[src/hw/iop_pkg.sv]
// Package for the interrupt and output pin routing block.
// Assumes a single 100 MHz pclk domain and a 32-bit APB register port.
package iop_pkg;

  // Register byte offsets on the APB port.
  localparam logic [7:0] IOP_OFS_STATUS = 8'h00;
  localparam logic [7:0] IOP_OFS_MASK = 8'h04;
  localparam logic [7:0] IOP_OFS_PIN_SEL = 8'h08;
  localparam logic [7:0] IOP_OFS_POLARITY = 8'h0c;
  localparam logic [7:0] IOP_OFS_RUN_LO = 8'h10;
  localparam logic [7:0] IOP_OFS_RUN_HI = 8'h14;
  localparam logic [7:0] IOP_OFS_RX_MODE = 8'h18;
  localparam logic [7:0] IOP_OFS_IRQ_STATE = 8'h1c;

  // Status bit positions; configuration A in the low nibble, B above it.
  localparam int IOP_BIT_WAKE = 0;
  localparam int IOP_BIT_FSYNC = 1;
  localparam int IOP_BIT_MSGID = 2;
  localparam int IOP_BIT_EOM = 3;
  localparam int IOP_CFG_STRIDE = 4;

  // Polarity register: per-pin invert bits, then the interrupt polarity.
  localparam int IOP_POL_IRQ_BIT = 4;

  // Values after reset.
  localparam logic [7:0] IOP_RST_STATUS = 8'hff;
  localparam logic [7:0] IOP_RST_MASK = 8'hff;
  localparam logic [15:0] IOP_RST_PIN_SEL = 16'h5210;
  localparam logic [4:0] IOP_RST_POLARITY = 5'h00;
  localparam logic [3:0] IOP_RST_RUN = 4'hf;
  localparam logic [3:0] IOP_RST_RX_MODE = 4'h0;

  // Output pin source codes, four bits per pin.
  localparam logic [3:0] IOP_SRC_CLK_OUT = 4'h0;
  localparam logic [3:0] IOP_SRC_RX_RUN = 4'h1;
  localparam logic [3:0] IOP_SRC_IRQ = 4'h2;
  localparam logic [3:0] IOP_SRC_LOW = 4'h3;
  localparam logic [3:0] IOP_SRC_HIGH = 4'h4;
  localparam logic [3:0] IOP_SRC_DATA = 4'h5;
  localparam logic [3:0] IOP_SRC_MF_DATA = 4'h6;
  localparam logic [3:0] IOP_SRC_CHIP_DATA = 4'h7;
  localparam logic [3:0] IOP_SRC_CHIP_STROBE = 4'h8;
  localparam logic [3:0] IOP_SRC_RXD = 4'h9;
  localparam logic [3:0] IOP_SRC_RXD_STROBE = 4'ha;
  localparam logic [3:0] IOP_SRC_LAST = 4'ha;

  // Receive mode codes; only the two framer modes report frame events.
  localparam logic [1:0] IOP_MODE_PACKET_TRANSPARENT = 2'h2;
  localparam logic [1:0] IOP_MODE_PACKET_FIFO = 2'h3;

  // Interrupt unit states after a reset event.
  typedef enum logic {IOP_IRQ_RESET_HELD, IOP_IRQ_NORMAL} iop_irq_state_e;

endpackage

[src/hw/iop_route_if.sv]
// Interface between the register core and the pin routing modules.
// Assumes all members live in the pclk domain.
`timescale 1ns/1ps
interface iop_route_if;
  logic [15:0] pin_sel;
  logic [3:0] pin_inv;
  logic [7:0] run_cfg;
  logic rx_run_a;
  logic rx_run_b;
  logic [3:0] rx_run_pin;
  logic irq_line;
  logic p_on;
  logic clk_out;
  logic sliced_data;
  logic matched_filter_data;
  logic chip_data;
  logic chip_strobe;
  logic recovered_data;
  logic recovered_data_strobe;

  modport core (output pin_sel, pin_inv, run_cfg, rx_run_a, rx_run_b,
    irq_line, p_on, clk_out, sliced_data, matched_filter_data, chip_data,
    chip_strobe, recovered_data, recovered_data_strobe);
  modport run (input run_cfg, rx_run_a, rx_run_b, output rx_run_pin);
  modport mux (input pin_sel, pin_inv, rx_run_pin, irq_line, p_on, clk_out,
    sliced_data, matched_filter_data, chip_data, chip_strobe,
    recovered_data, recovered_data_strobe);
endinterface

[src/hw/iop_rx_run.sv]
// Per-pin receiver-running signal built from the two configurations.
// Assumes the enables come from the register core in the same clock.
`timescale 1ns/1ps
module iop_rx_run
  import iop_pkg::*;
(
  iop_route_if.run rt
);

  // Each pin has an enable for configuration A and one for B.
  always_comb begin
    for (int i = 0; i < 4; i++) begin
      rt.rx_run_pin[i] = (rt.rx_run_a & rt.run_cfg[2*i]) |
                         (rt.rx_run_b & rt.run_cfg[2*i+1]);
    end
  end

endmodule // iop_rx_run

[src/hw/iop_pin_mux.sv]
// Source selection, inversion and tri-state control of the output pins.
// Assumes synchronous sources; the pin level is registered once.
`timescale 1ns/1ps
module iop_pin_mux
  import iop_pkg::*;
(
  input wire logic pclk,
  input wire logic presetn,
  iop_route_if.mux rt,
  output logic [3:0] pin_out,
  output logic [3:0] pin_oe
);

  // Picks one routed source for a pin from its four-bit code.
  function automatic logic pick(input logic [3:0] sel, input int pin);
    case (sel)
      IOP_SRC_CLK_OUT: pick = rt.clk_out;
      IOP_SRC_RX_RUN: pick = rt.rx_run_pin[pin];
      IOP_SRC_IRQ: pick = rt.irq_line;
      IOP_SRC_LOW: pick = 1'b0;
      IOP_SRC_HIGH: pick = 1'b1;
      IOP_SRC_DATA: pick = rt.sliced_data;
      IOP_SRC_MF_DATA: pick = rt.matched_filter_data;
      IOP_SRC_CHIP_DATA: pick = rt.chip_data;
      IOP_SRC_CHIP_STROBE: pick = rt.chip_strobe;
      IOP_SRC_RXD: pick = rt.recovered_data;
      IOP_SRC_RXD_STROBE: pick = rt.recovered_data_strobe;
      default: pick = 1'b0;
    endcase
  endfunction

  // Pins float whenever the power-on input is low.
  always_ff @(posedge pclk or negedge presetn) begin
    if (!presetn) begin
      pin_out <= 4'h0;
      pin_oe <= 4'h0;
    end else begin
      for (int i = 0; i < 4; i++) begin
        pin_out[i] <= rt.p_on &
          (pick(rt.pin_sel[4*i +: 4], i) ^ rt.pin_inv[i]);
        pin_oe[i] <= rt.p_on;
      end
    end
  end

endmodule // iop_pin_mux

[src/hw/iop_top.sv]
// Interrupt generation and output pin routing with an APB register port.
// Assumes one 100 MHz pclk, synchronous event pulses and an APB master.
//
// Contract
// - Power-on input low puts every digital output pin in high impedance.
// - Each of four pins selects one of eleven documented signal sources.
// - Clock output cannot be routed to the fourth pin.
// - Every output pin has its own inversion control.
// - Receiver-running defaults active for both configurations, per-pin enables.
// - Interrupt output asserts only for sources enabled in the mask.
// - Each interrupt event sets its own status bit.
// - Interrupt polarity is programmable except while reset holds it.
// - Reset event wins: all status bits one, interrupt signal zero.
// - First event after reset clears status, drives interrupt to one.
// - Wake-up clears both frame-sync flags and the other wake-up flag.
// - Frame-sync clears end, message-ID flags and other frame-sync flag.
// - Reading the status register clears it.
// - Reset indicator interrupt ignores the mask register.
// - Frame-sync, message-ID, end events count only in framer modes.
// - Status content is captured when the read address is taken.
// - Status clears after the read completes; events between are lost.
// - Unmasked events during a status read still move the interrupt.
`timescale 1ns/1ps
module iop_top
  import iop_pkg::*;
(
  input wire logic pclk,
  input wire logic presetn,
  input wire logic psel,
  input wire logic penable,
  input wire logic pwrite,
  input wire logic [7:0] paddr,
  input wire logic [31:0] pwdata,
  output logic [31:0] prdata,
  output logic pready,
  output logic pslverr,
  input wire logic por_event,
  input wire logic [1:0] wakeup_event,
  input wire logic [1:0] frame_sync_event,
  input wire logic [1:0] msg_id_event,
  input wire logic [1:0] end_of_message_event,
  input wire logic rx_run_a,
  input wire logic rx_run_b,
  input wire logic p_on,
  input wire logic clk_out,
  input wire logic sliced_data,
  input wire logic matched_filter_data,
  input wire logic chip_data,
  input wire logic chip_strobe,
  input wire logic recovered_data,
  input wire logic recovered_data_strobe,
  output logic [3:0] config_out_pin,
  output logic [3:0] config_out_pin_oe
);

  iop_route_if rt ();

  // Register state.
  logic [7:0] status_q;
  logic [7:0] status_d;
  logic [7:0] irq_mask_reg_q;
  logic [15:0] pin_sel_q;
  logic [4:0] pin_polarity_cfg_q;
  logic [3:0] rx_running_cfg_lo_q;
  logic [3:0] rx_running_cfg_hi_q;
  logic [3:0] rx_mode_q;
  logic [31:0] prdata_q;
  iop_irq_state_e irq_state_q;
  logic irq_active_q;
  logic irq_line_q;

  // Bus decode.
  logic setup_rd;
  logic access_wr;
  logic access_rd;
  logic addr_ok;
  logic status_clear;

  // Event vectors.
  logic framer_a;
  logic framer_b;
  logic [7:0] ev_vec;
  logic [7:0] cross_clr;
  logic any_event;
  logic irq_raw;

  // Tells whether an address hits one of the mapped registers.
  function automatic logic mapped(input logic [7:0] a);
    case (a)
      IOP_OFS_STATUS, IOP_OFS_MASK, IOP_OFS_PIN_SEL, IOP_OFS_POLARITY,
      IOP_OFS_RUN_LO, IOP_OFS_RUN_HI, IOP_OFS_RX_MODE,
      IOP_OFS_IRQ_STATE: mapped = 1'b1;
      default: mapped = 1'b0;
    endcase
  endfunction

  // Tells whether a receive mode runs the framer.
  function automatic logic is_framer(input logic [1:0] m);
    is_framer = (m == IOP_MODE_PACKET_TRANSPARENT) ||
                (m == IOP_MODE_PACKET_FIFO);
  endfunction

  // Keeps the old routing of a pin when the new code is not allowed there.
  function automatic logic [3:0] sel_field(input logic [3:0] new_sel,
                                           input logic [3:0] old_sel,
                                           input int pin);
    if (new_sel > IOP_SRC_LAST) begin
      sel_field = old_sel;
    end else if (pin == 3 && new_sel == IOP_SRC_CLK_OUT) begin
      sel_field = old_sel;
    end else begin
      sel_field = new_sel;
    end
  endfunction

  // The slave always answers in the access cycle, so no wait states.
  // Refused accesses still complete at once; only pslverr marks them.
  assign pready = 1'b1;
  assign addr_ok = mapped(paddr);
  assign pslverr = psel & penable & ~addr_ok;
  assign setup_rd = psel & ~penable & ~pwrite;
  assign access_wr = psel & penable & pwrite & addr_ok;
  assign access_rd = psel & penable & ~pwrite;
  assign prdata = prdata_q;

  // Clear lands at the completing edge of a status read, after capture.
  assign status_clear = access_rd & (paddr == IOP_OFS_STATUS);

  // Frame events are dropped unless that configuration runs the framer.
  assign framer_a = is_framer(rx_mode_q[1:0]);
  assign framer_b = is_framer(rx_mode_q[3:2]);

  // Gathered event vector in status layout.
  always_comb begin
    ev_vec = 8'h00;
    ev_vec[IOP_BIT_WAKE] = wakeup_event[0];
    ev_vec[IOP_BIT_FSYNC] = frame_sync_event[0] & framer_a;
    ev_vec[IOP_BIT_MSGID] = msg_id_event[0] & framer_a;
    ev_vec[IOP_BIT_EOM] = end_of_message_event[0] & framer_a;
    ev_vec[IOP_CFG_STRIDE + IOP_BIT_WAKE] = wakeup_event[1];
    ev_vec[IOP_CFG_STRIDE + IOP_BIT_FSYNC] = frame_sync_event[1] & framer_b;
    ev_vec[IOP_CFG_STRIDE + IOP_BIT_MSGID] = msg_id_event[1] & framer_b;
    ev_vec[IOP_CFG_STRIDE + IOP_BIT_EOM] =
      end_of_message_event[1] & framer_b;
  end

  assign any_event = |ev_vec;

  // Cross-clearing between the two configurations.
  always_comb begin
    cross_clr = 8'h00;
    for (int c = 0; c < 2; c++) begin
      if (ev_vec[c*IOP_CFG_STRIDE + IOP_BIT_WAKE]) begin
        cross_clr[IOP_BIT_FSYNC] = 1'b1;
        cross_clr[IOP_CFG_STRIDE + IOP_BIT_FSYNC] = 1'b1;
        cross_clr[(1-c)*IOP_CFG_STRIDE + IOP_BIT_WAKE] = 1'b1;
      end
      if (ev_vec[c*IOP_CFG_STRIDE + IOP_BIT_FSYNC]) begin
        cross_clr[IOP_BIT_EOM] = 1'b1;
        cross_clr[IOP_CFG_STRIDE + IOP_BIT_EOM] = 1'b1;
        cross_clr[IOP_BIT_MSGID] = 1'b1;
        cross_clr[IOP_CFG_STRIDE + IOP_BIT_MSGID] = 1'b1;
        cross_clr[(1-c)*IOP_CFG_STRIDE + IOP_BIT_FSYNC] = 1'b1;
      end
    end
  end

  // Next status value; a new event beats a cross-clear of its own bit.
  // A read clear wins over everything but a reset event, which loses events in the read.
  always_comb begin
    if (por_event) begin
      status_d = IOP_RST_STATUS;
    end else if (status_clear) begin
      status_d = 8'h00;
    end else if (irq_state_q == IOP_IRQ_RESET_HELD && any_event) begin
      status_d = ev_vec;
    end else begin
      status_d = (status_q & ~cross_clr) | ev_vec;
    end
  end

  // Status register.
  // In status and interrupt state, the chip reset looks to software exactly like a reset event.
  always_ff @(posedge pclk or negedge presetn) begin
    if (!presetn) begin
      status_q <= IOP_RST_STATUS;
    end else begin
      status_q <= status_d;
    end
  end

  // Reset tracking: held until the first event, whatever the mask says.
  always_ff @(posedge pclk or negedge presetn) begin
    if (!presetn) begin
      irq_state_q <= IOP_IRQ_RESET_HELD;
    end else if (por_event) begin
      irq_state_q <= IOP_IRQ_RESET_HELD;
    end else if (any_event) begin
      irq_state_q <= IOP_IRQ_NORMAL;
    end
  end

  // The raw request also looks at this cycle's events, so an unmasked
  // event still moves the line even when a read clear discards its bit.
  assign irq_raw = |((status_d | ev_vec) & ~irq_mask_reg_q);

  // Raw request kept for software; a reset event drops it at once.
  always_ff @(posedge pclk or negedge presetn) begin
    if (!presetn) begin
      irq_active_q <= 1'b0;
    end else if (por_event) begin
      irq_active_q <= 1'b0;
    end else begin
      irq_active_q <= irq_raw;
    end
  end

  // Interrupt line level; while reset holds it, the line sits at zero.
  always_ff @(posedge pclk or negedge presetn) begin
    if (!presetn) begin
      irq_line_q <= 1'b0;
    end else if (por_event) begin
      irq_line_q <= 1'b0;
    end else if (irq_state_q == IOP_IRQ_RESET_HELD && !any_event) begin
      irq_line_q <= 1'b0;
    end else if (irq_state_q == IOP_IRQ_RESET_HELD) begin
      irq_line_q <= 1'b1;
    end else begin
      // Polarity bit set means active high; clear means active low.
      irq_line_q <= pin_polarity_cfg_q[IOP_POL_IRQ_BIT] ?
                    irq_raw : ~irq_raw;
    end
  end

  // Interrupt mask; a set bit blocks its source.
  always_ff @(posedge pclk or negedge presetn) begin
    if (!presetn) begin
      irq_mask_reg_q <= IOP_RST_MASK;
    end else if (access_wr && paddr == IOP_OFS_MASK) begin
      irq_mask_reg_q <= pwdata[7:0];
    end
  end

  // Pin routing codes; illegal codes leave the old routing in place.
  // So a pin never lands on an unlisted source or clock on the fourth pin.
  always_ff @(posedge pclk or negedge presetn) begin
    if (!presetn) begin
      pin_sel_q <= IOP_RST_PIN_SEL;
    end else if (access_wr && paddr == IOP_OFS_PIN_SEL) begin
      for (int i = 0; i < 4; i++) begin
        pin_sel_q[4*i +: 4] <= sel_field(pwdata[4*i +: 4],
                                         pin_sel_q[4*i +: 4], i);
      end
    end
  end

  // Pin inversion and interrupt polarity.
  always_ff @(posedge pclk or negedge presetn) begin
    if (!presetn) begin
      pin_polarity_cfg_q <= IOP_RST_POLARITY;
    end else if (access_wr && paddr == IOP_OFS_POLARITY) begin
      pin_polarity_cfg_q <= pwdata[4:0];
    end
  end

  // Receiver-running enables, two pins per register, active by default.
  always_ff @(posedge pclk or negedge presetn) begin
    if (!presetn) begin
      rx_running_cfg_lo_q <= IOP_RST_RUN;
      rx_running_cfg_hi_q <= IOP_RST_RUN;
    end else if (access_wr && paddr == IOP_OFS_RUN_LO) begin
      rx_running_cfg_lo_q <= pwdata[3:0];
    end else if (access_wr && paddr == IOP_OFS_RUN_HI) begin
      rx_running_cfg_hi_q <= pwdata[3:0];
    end
  end

  // Receive mode of each configuration.
  // Codes 0 and 1 run no framer, so frame events are then dropped.
  always_ff @(posedge pclk or negedge presetn) begin
    if (!presetn) begin
      rx_mode_q <= IOP_RST_RX_MODE;
    end else if (access_wr && paddr == IOP_OFS_RX_MODE) begin
      rx_mode_q <= pwdata[3:0];
    end
  end

  // Read data is captured in the setup cycle, which is also the moment
  // the status content is frozen for the reader.
  always_ff @(posedge pclk or negedge presetn) begin
    if (!presetn) begin
      prdata_q <= 32'h0000_0000;
    end else if (setup_rd) begin
      case (paddr)
        IOP_OFS_STATUS: prdata_q <= {24'h00_0000, status_q};
        IOP_OFS_MASK: prdata_q <= {24'h00_0000, irq_mask_reg_q};
        IOP_OFS_PIN_SEL: prdata_q <= {16'h0000, pin_sel_q};
        IOP_OFS_POLARITY: prdata_q <= {27'h000_0000, pin_polarity_cfg_q};
        IOP_OFS_RUN_LO: prdata_q <= {28'h000_0000, rx_running_cfg_lo_q};
        IOP_OFS_RUN_HI: prdata_q <= {28'h000_0000, rx_running_cfg_hi_q};
        IOP_OFS_RX_MODE: prdata_q <= {28'h000_0000, rx_mode_q};
        IOP_OFS_IRQ_STATE: prdata_q <= {29'h0000_0000, irq_active_q,
          (irq_state_q == IOP_IRQ_RESET_HELD), irq_line_q};
        default: prdata_q <= 32'h0000_0000;
      endcase
    end
  end

  // Routing interface drivers.
  // Sources pass straight through; the pin mux registers them once.
  assign rt.pin_sel = pin_sel_q;
  assign rt.pin_inv = pin_polarity_cfg_q[3:0];
  assign rt.run_cfg = {rx_running_cfg_hi_q, rx_running_cfg_lo_q};
  assign rt.rx_run_a = rx_run_a;
  assign rt.rx_run_b = rx_run_b;
  assign rt.irq_line = irq_line_q;
  assign rt.p_on = p_on;
  assign rt.clk_out = clk_out;
  assign rt.sliced_data = sliced_data;
  assign rt.matched_filter_data = matched_filter_data;
  assign rt.chip_data = chip_data;
  assign rt.chip_strobe = chip_strobe;
  assign rt.recovered_data = recovered_data;
  assign rt.recovered_data_strobe = recovered_data_strobe;

  // Per-pin receiver-running combination.
  iop_rx_run iop_rx_run_inst (
    .rt(rt.run)
  );

  // Output pin multiplexer with inversion and tri-state control.
  iop_pin_mux iop_pin_mux_inst (
    .pclk(pclk),
    .presetn(presetn),
    .rt(rt.mux),
    .pin_out(config_out_pin),
    .pin_oe(config_out_pin_oe)
  );

endmodule // iop_top

[config.mk]
export PLATFORM = sky130hd
export DESIGN_NAME = iop_top
export DESIGN_NICKNAME = d
export VERILOG_FILES = /design/src/hw/iop_pkg.sv /design/src/hw/iop_route_if.sv /design/src/hw/iop_rx_run.sv /design/src/hw/iop_pin_mux.sv /design/src/hw/iop_top.sv
export SDC_FILE = /design/constraint.sdc
export NUM_CORES = 1
export LEC_CHECK = 0
export BUFFER_PORTS_ARGS = -buffer_cell sky130_fd_sc_hd__buf_2
export CORE_ASPECT_RATIO = 1.2
export CORE_MARGIN = 4
export CORE_UTILIZATION = 50
export CTS_CLUSTER_SIZE = 20
export DETAILED_ROUTE_END_ITERATION = 16
export PLACE_DENSITY_LB_ADDON = 0.05
export REMOVE_ABC_BUFFERS = 1
export SETUP_SLACK_MARGIN = 0.5
export SYNTH_ARGS = -nofsm -noshare
export SYNTH_HDL_FRONTEND = slang
export SYNTH_SLANG_ARGS = --single-unit
[constraint.sdc]
create_clock -name pclk -period 3.3 [get_ports pclk]
set_input_delay 0.495 -clock pclk [delete_from_list [all_inputs] [get_ports pclk]]
set_output_delay 0.495 -clock pclk [all_outputs]
set_load 0.02 [all_outputs]
==> qor.yml <==
outcome: "finished clean"
r2r_slack_ns: 1.34
num_antenna_cells: 0
wl_um: 11000
grt_first_pass_wirelength_um: 17800
cts_hold_buffers: 0
slew_headroom_pct: 39.3
endpoint_kind: "register"
drtPass1Iterations: 5
setup-tns-final_ns: 0
min_period_ns: 2.43
path_cells: "buf_2, or4_4, nor2_2, and4_4, and2_1, mux2_1"
area_growth_syn_to_layout_pct: 13.4
final_max_slew_viol_count: 0
dieArea_um2: 10100
nets: 570
skew_ns: 0.00847
port_buffers: 72
power_density_nw_per_um2: 417
core-area_um2: 8240
synth-edff-count: 0
layout_commonest_cell: "buf_2"
grt_usage_pct: 23.0
hold_ws_ns: 0.101
min_path_type: "primary input to async pin"
final_cell_mix: "72 x buf_2, 45 x a21oi_1, 45 x dfrtp_1, 38 x nand2_1, 36 x nor2_1"
worstSkewPairLatency_ns: 0.36
yosys.cell_types.count: 60
start_util_pct: 51.9
drive_gt1_share_pct: 29.4
crit_fanout: 10
critPathLaunchType: "primary input"
num_vias: 3589
crit_arrival_ns: 2.71
synth.area.top_cells: "dfrtp_1 26%, dfstp_2 17%, a21oi_1 5.3%"
cts_post_setup_buffers_inserted: 0
h-tree-depth: 3
ys_seq_area_share_pct: 43.5
drv_cap: 0
synth_largest_area_cell: "dfrtp_1"
cts.path.max_buffers: 2
syn_area_per_cell_um2: 9.51
grt_start_max_net_pins: 34
synth_top_cell_area_share_pct: 26.3
hold_violations: 0
critPathMaxStageDelay_ns: 0.58
grt_overflow: 0
ys_seq_elements: 73
dp.final_hpwl_um: 8320
cts_tree: "done"
viasPerCell: 5.74
p_leak_nw: 2.23
synthFlopType: "dfrtp_1"
grt_pass1_vias: 3392
vdd_drop_max_v: 0.000250
ctsResizeCount: 0
fin_crit_sh_pct: 73.7
max_freq_mhz: 411
die_w_um: 92.5
synth_warnings: 0
rsz0062_at_grt: "false"
clock_sinks: 73
r2r_cells: 5
cts_root_buffer: "clkbuf_8"
post-route-drc-count: 0
rows: 36
wl_per_cell_um: 17.6
io_pins: 106
synth_cells: 450
rr_endpoint: "iop_pin_mux_inst.pin_out[0]"
slowest_stage: "or4_4"
required_ns: 3.58
setup_violations: 0
ant_nets: 0
r2r_start: "rx_running_cfg_lo_q[0]"
netlist_area_um2: 4280
worstSetupPathType: "primary input to register"
async_reset_ff_share_pct: 100
antenna_found_initial: 0
drt-initial-drc-count: 211
cts_buffers: 9
path_clk_slew_ns: 0.08
gp_congestion: 0.866
die_y_um: 109
tightest_slew_ns: 0.908
cells by family (layout without fill, tap and decap cells):
family	Yosys count	count (layout)	synth area share, %
compound gates	143	143	21.3
other cells	2	17	0.176
mux	40	40	11.4
buf+inv	64	110	7.78
flops	73	73	43.5
simple gates	125	125	15.3
xor+xnor	3	3	0.614
worst max path at each step:
stage               startpoint           endpoint  slack, ns  depth (start not counted)
CTS                   paddr[7]  irq_mask_reg_q[6]       0.89                          6
detailed placement    paddr[7]  irq_mask_reg_q[6]       0.51                          6
global placement      paddr[7]  irq_mask_reg_q[5]       0.54                          6
global route          paddr[7]  irq_mask_reg_q[5]       0.82                          6
finish                paddr[7]  irq_mask_reg_q[6]       0.87                          6
floorplan             paddr[7]  irq_mask_reg_q[0]       0.95                          5
stage by stage:
step	instance area (um2)	power (W)	util, %	worst slack (ns)	std cells
finish	4850	0.00202	58.9	0.869	625
floorplan	4070	0.00104	-	0.950	419
global placement	4600	0.00116	55.8	0.542	609
detailed placement	4600	0.00116	55.8	0.509	609
CTS	4850	0.00204	58.9	0.890	625
global route	4850	0.00211	58.9	0.823	625
area by class of cell:
type	instances	area [um2]
Fill cell	764	3390
Multi-Input combinational cell	328	2140
Sequential cell	73	1860
Timing Repair Buffer	76	390
Tap cell	114	143
Clock inverter	7	125
Clock buffer	9	124
Inverter	18	67.6
power breakdown:
| part | leakage (nW) | switching [W] | internal (W) |
|---|---|---|---|
| Clock | 0.125 | 0.000368 | 0.000511 |
| Combinational | 1.20 | 0.000142 | 0.0000702 |
| Sequential | 0.904 | 0.0000139 | 0.000916 |
critical path, delay by kind of cell:
family | cells | cell delay (ns)
and+or+nand+nor | 4 | 1.73
muxes | 1 | 0.38
buffers and inverters | 1 | 0.10
synthesized netlist by cell type (2+ instances only):
cell,count
nand2b_1,5
nor3_1,5
mux2i_1,15
mux2_2,14
a22oi_1,10
conb_1,2
o21ai_1,2
a222oi_1,2
nor2_1,36
mux2_1,6
a22o_1,11
buf_1,2
a211o_1,2
nand3_1,9
a311oi_1,3
o21bai_1,7
nand4_1,3
nor3_4,2
nor3b_1,3
nor2b_1,6
o21ai_0,30
a211oi_1,4
mux4_2,5
xor2_1,3
a21oi_1,45
o221ai_1,2
dfrtp_1,45
and2_1,6
nand2_1,38
o22ai_1,2
nand3b_1,2
clkbuf_1,19
a31oi_1,6
o31ai_1,2
o211ai_1,5
buf_2,2
inv_1,18
buf_4,22
dfstp_2,28
metal layers:
layer / wire length (um) / up-vias / GRT usage [%]
li1: - / 1716 / -
met1: 4500 / 1733 / 29.2
met2: 5630 / 124 / 39.4
met3: 644 / 16 / 3.70
met4: 247 / 0 / 9.13
met5: 0 / - / 0
registers in the layout, summed over array words and instances (netlist names):
| name | flops |
|---|---|
| iop_pin_mux_inst.pin_oe | 1 |
| iop_pin_mux_inst.pin_out | 4 |
| irq_active_q | 1 |
| irq_line_q | 1 |
| irq_mask_reg_q | 8 |
| irq_state_q | 1 |
| pin_polarity_cfg_q | 5 |
| pin_sel_q | 16 |
| prdata | 16 |
| rx_mode_q | 4 |
| rx_running_cfg_hi_q | 4 |
| rx_running_cfg_lo_q | 4 |
| status_q | 8 |
No activity file was read; power rests on OpenSTA's default activity.
